==> src/logic/cir_cfg.svh <==
// constants for the cascaded interrupt routing block
`ifndef CIR_CFG_SVH
`define CIR_CFG_SVH
`define CIR_NUM_IN      8
`define CIR_NUM_SRC     17
`define CIR_IDX_W       3
`define CIR_SEL_W       5
`define CIR_VEC_W       8
`define CIR_SRC_BUS0    9
`define CIR_SEL_NONE    5'h1F
`define CIR_VEC_HI      5'h00
`endif

==> src/logic/cir_pkg.sv <==
// types for the cascaded interrupt routing block
package cir_pkg;
  typedef enum logic [1:0] {
    cir_idle,
    cir_wait_ack2,
    cir_release
  } cir_state_t;
endpackage

==> src/logic/cir_top.sv <==
// interrupt routing, priority resolution and cascade control toward the cpu
`timescale 1ns/1ps
`include "cir_cfg.svh"
module cir_top #(
  parameter int NUM_IN = `CIR_NUM_IN
) (
  input  wire logic                    i_clk_sys,
  input  wire logic                    i_sys_rst,
  input  wire logic [8:0]              i_onboard_src,
  input  wire logic [NUM_IN-1:0]       i_bus_interrupt_lines_n,
  input  wire logic [NUM_IN*5-1:0]     i_route_sel,
  input  wire logic [NUM_IN-1:0]       i_slave_vectored_line,
  input  wire logic [NUM_IN-1:0]       i_mask,
  input  wire logic                    i_inta_n,
  input  wire logic                    i_parallel_port_unit_bit,
  input  wire logic [`CIR_IDX_W-1:0]   i_out_line_sel,
  output logic                         o_cpu_maskable_request,
  output logic [`CIR_VEC_W-1:0]        o_vector,
  output logic                         o_vector_oe,
  output logic [`CIR_IDX_W-1:0]        o_cascade_code,
  output logic                         o_cascade_oe,
  output logic [NUM_IN-1:0]            o_bus_int_out,
  output logic [NUM_IN-1:0]            o_bus_int_oe
);
  ////////////////////////////////////////////////////////////////////////////////
  // pin synchronisers: first stage feeds only the second, nothing else reads it
  logic [8:0]        src_s1;
  logic [8:0]        src_s2;
  logic [NUM_IN-1:0] bus_s1;
  logic [NUM_IN-1:0] bus_s2;
  logic [1:0]        ack_s;
  logic              ack_d;
  logic              pp_s1;
  logic              pp_s2;

  // on-board sources reset to idle low so no request shows while the pipe refills
  always_ff @(posedge i_clk_sys) begin
    if (i_sys_rst) begin
      src_s1 <= '0;
      src_s2 <= '0;
    end else begin
      src_s1 <= i_onboard_src;
      src_s2 <= src_s1;
    end
  end

  // bus lines are active low, so their idle level after reset is all ones
  always_ff @(posedge i_clk_sys) begin
    if (i_sys_rst) begin
      bus_s1 <= '1;
      bus_s2 <= '1;
    end else begin
      bus_s1 <= i_bus_interrupt_lines_n;
      bus_s2 <= bus_s1;
    end
  end

  // acknowledge pipe and its delayed copy start high, the pin's idle level,
  // so the release of reset never shows a false falling edge
  always_ff @(posedge i_clk_sys) begin
    if (i_sys_rst) begin
      ack_s <= '1;
      ack_d <= 1'b1;
    end else begin
      ack_s <= {ack_s[0], i_inta_n};
      ack_d <= ack_s[1];
    end
  end

  // parallel port bit that asks for the outward bus line
  always_ff @(posedge i_clk_sys) begin
    if (i_sys_rst) begin
      pp_s1 <= 1'b0;
      pp_s2 <= 1'b0;
    end else begin
      pp_s1 <= i_parallel_port_unit_bit;
      pp_s2 <= pp_s1;
    end
  end

  ////////////////////////////////////////////////////////////////////////////////
  // source pool: nine on-board sources then eight bus lines made active high
  // more than 31 sources would also need a wider select field per input
  logic [`CIR_NUM_SRC-1:0] pool;
  assign pool = {~bus_s2, src_s2};

  // fixed select per input; out-of-range select leaves the input idle
  // selects are straps and are not synchronised: change them only while idle
  logic [NUM_IN-1:0] req;
  genvar g;
  generate
    for (g = 0; g < NUM_IN; g++) begin : g_route
      logic [`CIR_SEL_W-1:0] sel;
      assign sel = i_route_sel[g*`CIR_SEL_W +: `CIR_SEL_W];
      assign req[g] = (sel < `CIR_SEL_W'(`CIR_NUM_SRC)) ? pool[sel] : 1'b0;
    end
  endgenerate

  ////////////////////////////////////////////////////////////////////////////////
  // fixed priority, input zero highest; the winner is the lowest live unmasked input
  // trade-off: no rotation, so a busy input zero can starve the lower inputs
  logic [NUM_IN-1:0]     live;
  logic                  any_live;
  logic [`CIR_IDX_W-1:0] win;
  assign live = req & ~i_mask;
  always_comb begin
    any_live = 1'b0;
    win      = '0;
    for (int i = NUM_IN - 1; i >= 0; i--) begin
      if (live[i]) begin
        any_live = 1'b1;
        win      = `CIR_IDX_W'(i);
      end
    end
  end

  ////////////////////////////////////////////////////////////////////////////////
  // acknowledge sequencer: falling ack edges count first and second cycles
  // edges come from the second sync stage only, since the pin is asynchronous;
  // a low or high phase shorter than one clock may be lost
  cir_pkg::cir_state_t   state;
  logic [`CIR_IDX_W-1:0] cur;
  logic                  cur_slave;
  logic                  ack_fall;
  logic                  ack_rise;
  assign ack_fall = ack_d & ~ack_s[1];
  assign ack_rise = ~ack_d & ack_s[1];
  always_ff @(posedge i_clk_sys) begin
    if (i_sys_rst) begin
      state     <= cir_pkg::cir_idle;
      cur       <= '0;
      cur_slave <= 1'b0;
    end else begin
      case (state)
        cir_pkg::cir_idle: begin
          // an acknowledge with nothing live is ignored and the sequencer stays idle
          if (ack_fall && any_live) begin
            cur       <= win; // latch winner on first acknowledge
            cur_slave <= i_slave_vectored_line[win];
            state     <= cir_pkg::cir_wait_ack2;
          end
        end
        cir_pkg::cir_wait_ack2: begin
          if (ack_fall) begin
            state <= cir_pkg::cir_release;
          end
        end
        cir_pkg::cir_release: begin
          // wait for the rise so a long second low phase is not taken twice;
          // a third acknowledge before this point has no effect
          if (ack_rise) begin
            state <= cir_pkg::cir_idle;
          end
        end
        default: state <= cir_pkg::cir_idle;
      endcase
    end
  end

  // request to cpu held off during an acknowledge so only one is presented;
  // it drops on the edge that takes the first acknowledge, not one edge later
  always_ff @(posedge i_clk_sys) begin
    if (i_sys_rst) begin
      o_cpu_maskable_request <= 1'b0;
    end else begin
      o_cpu_maskable_request <= any_live && (state == cir_pkg::cir_idle) && !ack_fall;
    end
  end

  ////////////////////////////////////////////////////////////////////////////////
  // cascade code stands from first acknowledge until the sequence ends
  // the code is loaded for local inputs too, but only enabled for slave inputs
  always_ff @(posedge i_clk_sys) begin
    if (i_sys_rst) begin
      o_cascade_code <= '0;
      o_cascade_oe   <= 1'b0;
    end else if (state == cir_pkg::cir_idle && ack_fall && any_live) begin
      o_cascade_code <= win;
      o_cascade_oe   <= i_slave_vectored_line[win];
    end else if (state == cir_pkg::cir_release && ack_rise) begin
      o_cascade_oe   <= 1'b0;
    end
  end

  // local vector driven only during the second acknowledge; slave lines never drive it
  // upper bits stay zero; the cpu scales the byte into its table itself
  always_ff @(posedge i_clk_sys) begin
    if (i_sys_rst) begin
      o_vector    <= '0;
      o_vector_oe <= 1'b0;
    end else if (state == cir_pkg::cir_wait_ack2 && ack_fall) begin
      o_vector    <= {`CIR_VEC_HI, cur};
      o_vector_oe <= ~cur_slave;
    end else if (state == cir_pkg::cir_release && ack_rise) begin
      o_vector_oe <= 1'b0;
    end
  end

  ////////////////////////////////////////////////////////////////////////////////
  // outward bus line: open drain, pulled low while the port bit is high
  // the line is never driven high; an external pull-up restores it
  always_ff @(posedge i_clk_sys) begin
    if (i_sys_rst) begin
      o_bus_int_oe <= '0;
    end else begin
      o_bus_int_oe <= NUM_IN'(pp_s2) << i_out_line_sel;
    end
  end
  assign o_bus_int_out = '0; // drives low only
endmodule

==> config.mk <==
export PLATFORM = sky130hd
export DESIGN_NAME = cir_top
export DESIGN_NICKNAME = d
export VERILOG_FILES = /design/src/logic/cir_pkg.sv /design/src/logic/cir_top.sv
export VERILOG_INCLUDE_DIRS = /design/src /design/src/logic
export SDC_FILE = /design/constraint.sdc
export NUM_CORES = 1
export LEC_CHECK = 0
export ABC_AREA = 1
export CORE_ASPECT_RATIO = 1.5
export CORE_MARGIN = 2
export CORE_UTILIZATION = 50
export CTS_BUF_LIST = sky130_fd_sc_hd__clkbuf_2
export CTS_CLUSTER_DIAMETER = 100
export DETAILED_ROUTE_END_ITERATION = 8
export DONT_BUFFER_PORTS = 1
export GPL_TIMING_DRIVEN = 0
export PLACE_DENSITY = 0.67
export SLEW_MARGIN = 20
export SYNTH_ARGS = -nofsm -noshare
export SYNTH_HDL_FRONTEND = slang
export SYNTH_SLANG_ARGS = --single-unit
==> constraint.sdc <==
create_clock -name i_clk_sys -period 2.5 [get_ports i_clk_sys]
set_input_delay 0.125 -clock i_clk_sys [delete_from_list [all_inputs] [get_ports i_clk_sys]]
set_output_delay 0.125 -clock i_clk_sys [all_outputs]
set_load 0.02 [all_outputs]
# Word-level counts from Yosys, hierarchy flattened
# Index checks and enable logic that the tools add are counted.
[word_totals]
regBits = 62
inputBits = 80
out_inout_bits = 30
[classes]
n_lt_le_gt_ge = 17
eq_ne = 5
shift = 1
n_mux = 49
n_bitwise = 8
n_reduce_logical = 13
[op_table]
columns = ["cell", "count"]
rows = [
  ["$lt 5x6->1 const B", 8],
  ["$bmux 1 s5", 8],
  ["$lt 5x5->1 const B", 8],
  ["$mux 1", 28],
  ["$mux 3", 8],
  ["$not 8->8", 2],
  ["$and 8x8->8", 1],
  ["$shl 1x3->8", 1],
  ["$logic_and 1x1->1", 7],
  ["$mux 2", 3],
  ["$ne 2x2->1 const B", 3],
  ["$pmux 2 s3", 1],
  ["$lt 3x4->1 const B", 1],
  ["$reduce_bool 2->1", 2],
  ["$bmux 1 s3", 1],
  ["$not 1->1", 3],
  ["$reduce_and 3->1", 1],
  ["$and 1x1->1", 2],
  ["$eq 2x1->1 const B", 1],
  ["$eq 2x2->1 const B", 1],
  ["$logic_not 2->1", 1],
  ["$reduce_and 2->1", 1],
  ["$logic_not 1->1", 1],
]

# Longest topological paths before layout
[logic_depth]
depth_word = 16
depth_mapped = 21

# Worst setup path after synthesis
# Ideal clock, no wire load.
[synth_timing]
path_type = "reg2reg"
start = "register src_s2[3]"
end = "register cur_slave"
t_arrival_ps = 1671
path_slack_ps = 697
path_stages_with_launch = 16
path_buffers = 1
synth_period_minus_slack_ps = 1803
cell_sequence = "dfxtp_1 -> buf_2 -> a21oi_1 -> o21ai_0 -> nand3_1 -> nand3_1 -> a21oi_1 -> nor2_1 -> nand2_1 -> nand2_2 -> a31oi_2 -> inv_1 -> nand3_1 -> nand3_1 -> nand3_1 -> a21oi_1"
[synth_via]
elab_chain_len = 14
word_cells_on_any_way = 45
[synth_rtl]
columns = ["item", "line_no", "source"]
rows = [
  ["start, declared", "cir_top.sv:28", "logic [8:0] src_s2;"],
  ["start signal, assigned", "cir_top.sv:43", "src_s2 <= src_s1;"],
  ["$bmux 1 s5", "cir_top.sv:95", "assign req[g] = (sel < `CIR_SEL_W'(`CIR_NUM_SRC)) ? pool[sel] : 1'b0;"],
  ["$mux 1 (not written as such)", "cir_top.sv:95", ""],
  ["$mux 1", "cir_top.sv:95", ""],
  ["$and 8x8->8 *", "cir_top.sv:105", "assign live = req & ~i_mask;"],
  ["$mux 3 / $mux 1 (equally long branches) (8 in a row)", "cir_top.sv:110", "if (live[i]) begin"],
  ["$bmux 1 s3 / $logic_and 1x1->1 (equally long branches)", "cir_top.sv:139, cir_top.sv:137", ""],
  ["$mux 1 (not written as such) / $reduce_and 2->1 (equally long branches)", "--", ""],
  ["end signal, assigned", "cir_top.sv:139", "cur_slave <= i_slave_vectored_line[win];"],
  ["end, declared", "cir_top.sv:123", "logic cur_slave;"],
]
# Mark *: on every way between the ends. The rest lies on a longest branch, timed or not. The select of a mux whose other input is x is not followed.
# A chain may end at the register's enable or synchronous reset.

# Final worst setup path
[layout_timing]
start = "register bus_s2[0]"
end = "register cur[0]"
[layout_via]
elab_chain_len = 15
word_cells_on_any_way = 44
[layout_rtl]
columns = ["item", "line_no", "source"]
rows = [
  ["start, declared", "cir_top.sv:30", "logic [NUM_IN-1:0] bus_s2;"],
  ["start signal, assigned", "cir_top.sv:54", "bus_s2 <= bus_s1;"],
  ["$not 8->8 *", "cir_top.sv:85", "assign pool = {~bus_s2, src_s2};"],
  ["$bmux 1 s5", "cir_top.sv:95", ""],
  ["$mux 1 (not written as such)", "cir_top.sv:95", ""],
  ["$mux 1", "cir_top.sv:95", ""],
  ["$and 8x8->8 *", "cir_top.sv:105", ""],
  ["$mux 1 (8 in a row)", "cir_top.sv:110", ""],
  ["$logic_and 1x1->1", "cir_top.sv:137", "if (ack_fall && any_live) begin"],
  ["$reduce_and 2->1 (no source line)", "--", ""],
  ["end signal, assigned", "cir_top.sv:138", "cur <= win;"],
  ["end, declared", "cir_top.sv:122", "logic [`CIR_IDX_W-1:0] cur;"],
]
# Marked as above.

==> impl_results.md <==
* Row cnt at 38
* Layout cells sized above 1 at 0.135
* Data arrival, critical path at 2630 ps
* Post-synth top cells: nand2_1, nand3_1, inv_1, dfxtp_1, a21oi_1
* Slew Limit Fails at 0
* Max cap viols at 0
* IO buf count at 0
* Final hold viol count at 0
* Core ar. at 7130 µm²
* Clock latency on the worst-skew pair at 450 ps
* TritonCTS Sinks at 62
* Run status: completed
* Vias at 3697
* DIE WIDTH at 73.4 µm
* Worst Hold Class: primary input to flop
* Die span in y at 108 µm
* Leakage at 1.93 nW
* Area growth syn-to-layout at 13.6%
* Clk_skew at 21.2 ps
* Synth warn at 0
* Final cell count without fillers at 687
* # DRC at 0
* Initial Util at 0.507
* Final setup viols at 0
* WP data required at 2810 ps
* Yosys top cell area share at 0.343
* Register bit total from synthesis at 62
* Root Driver: clkbuf_2
* Worst-path fanout max at 10
* Inserted Clock Buffers at 9
* Clk pin slew, worst setup/hold paths at 150 ps
* RSZ-0062 raised after global routing: no
* Placed cell count at 648
* Power Density at 490 nW/µm²
* CTS tree: built
* Die area at 7940 µm²
* Post-synth EDFFs at 0
* CP endpoint kind: flop
* Main flop type after synthesis: dfxtp_1
* Number of global-route vias before repair at 3380
* Drt via density at 5.38
* Netlist cell types at 32
* Critical path type: flop to flop
* H-tree depth at 3
* Most numerous cell in the Yosys netlist: nand2_1
* Top post-synthesis cells by area: dfxtp_1, nand3_1, nand2_1
* Peak supply drop at 0.491 mV
* Min Tclk post-route at 2320 ps
* Largest net degree at the start of global routing at 11
* Max Freq at 0.432 GHz
* Design area at 4110 µm²
* Grt ovf at 0
* Initial antenna violation count at 0
* First-pass GRT wire length at 15200 µm
* Critical path startpoint category: flop
* Detailed Route WL at 9740 µm
* Layout Nets at 683
* Drt wl/cell at 14.2 µm
* CTS Buffer Depth at 2
* Placed wire-length estimate at 7000 µm
* Setup_tns at 0 ps
* Cell Area, Placed at 3760 µm²
* Drt pass-1 iters at 6
* Initial drt markers at 363
* Syn_area_per_cell at 6.50 µm²
* Asr flop ratio synth at 0
* Mapped Area at 3610 µm²
* Seq/Total Area, Yosys at 0.343
* Mapped Cells at 556
* GRT Overall Usage at 0.248
* ANT nets after route at 0
* Ant diodes at 0
* Final GP Congestion at 0.919
* Final worst path period share at 0.926
* Cell taking the most area after synthesis: dfxtp_1
* Io pins at 110
==> cells in the final DEF, fill, tap and decap left out <==
cell type,count
dfxtp_1,62
nand4_4,1
nor3_1,2
buf_6,2
clkbuf_1,6
inv_6,2
nor2_1,43
a31oi_1,1
nor2_2,1
o21ai_0,30
nor3_2,1
bufinv_16,1
o21ai_1,10
o211ai_1,4
conb_1,13
nand4_1,8
inv_1,75
or2_1,1
dlygate4sd3_1,24
inv_2,4
a211oi_1,1
nand3_2,1
clkinv_1,1
o21bai_1,2
nand2_2,4
nand4_2,1
or2_2,19
buf_4,17
nand2_4,3
buf_2,9
a21oi_1,48
a21oi_2,2
nand3b_1,5
nand2_1,105
clkbuf_2,13
nand3_1,84
a31oi_2,1
==> what timing repair did <==
item / in CTS / in global routing
hold buffers: 24 / 0
endpoints found under the setup margin: 0 / 3
setup buffers: 0 / 0
resized for setup: 0 / 2
endpoints found under the hold margin: 27 / 0
==> cells by family after synthesis <==
group | count (synthesis) | share of synthesized area
and+or+nand+nor | 279 | 0.363
other | 1 | 0.00104
AOI/OAI and AO/OA | 99 | 0.145
buffers and inverters | 115 | 0.147
DFF | 62 | 0.343
==> metrics by stage <==
stage	setup WS [ps]	hold slack, ps	utilization	total power, mW
after floorplan	697	229	-	1.37
after global placement	271	231	0.527	1.43
after detailed placement	247	232	0.527	1.44
after CTS	203	49.8	0.575	2.02
after global routing	27.7	104	0.576	2.12
final	185	91.7	0.576	2.01
==> metal layers <==
| layer | up-vias | track usage | part of all wire |
|---|---|---|---|
| met5 | - | 0 | 0 |
| met4 | 0 | 0.130 | 0.041 |
| met1 | 1629 | 0.261 | 0.37 |
| met2 | 161 | 0.449 | 0.50 |
| met3 | 37 | 0.0568 | 0.084 |
| li1 | 1870 | - | - |
==> flip-flops by register name (all words and copies together), names as in the netlist <==
| signal | count |
|---|---|
| o_bus_int_oe | 8 |
| ack_d | 1 |
| cur | 3 |
| state | 2 |
| src_s1 | 9 |
| bus_s1 | 8 |
| o_cpu_maskable_request | 1 |
| o_vector | 3 |
| o_cascade_oe | 1 |
| cur_slave | 1 |
| o_cascade_code | 3 |
| ack_s | 2 |
| src_s2 | 9 |
| pp_s2 | 1 |
| bus_s2 | 8 |
| o_vector_oe | 1 |
| pp_s1 | 1 |
==> worst paths after layout <==
check | from | slack (ps) | cells past startpoint | endpoint
hold / removal | i_slave_vectored_line[0] | 90 | 6 | o_cascade_oe
setup reg to reg | bus_s2[0] | 180 | 15 | cur[0]
hold reg to reg | src_s1[1] | 410 | 2 | src_s2[1]
setup / recovery | bus_s2[0] | 180 | 15 | cur[0]
==> power breakdown <==
part           total (mW)  internal [mW]  switching (mW)
registers            1.05           1.03          0.0257
clock network       0.557          0.241           0.316
logic               0.404          0.162           0.242
==> layout make-up <==
cell class                      instances  area [µm²]
Clock buffer                           13        65.1
Sequential cell                        62        1240
Multi-Input combinational cell        391        1900
Clock inverter                          2        33.8
Inverter                               81         314
Buffer                                 34         218
Fill cell                             696        3020
Tap cell                               80         100
Timing Repair Buffer                   24         240
==> worst max-delay path, cell delays in order, from the launching register on <==
cell and delay, ps:
dfxtp_1 490, inv_1 170, nand2_1 90, nand3_1 70, nand3_1 90, nand3_1 70
nand2_1 70, nand2_1 50, nand2_1 150, nand2_1 100, nor2_1 220, nand4_2 200
nand4_4 170, inv_2 70, nand3_1 100, a21oi_1 70
(Power assumes the default switching activity.)
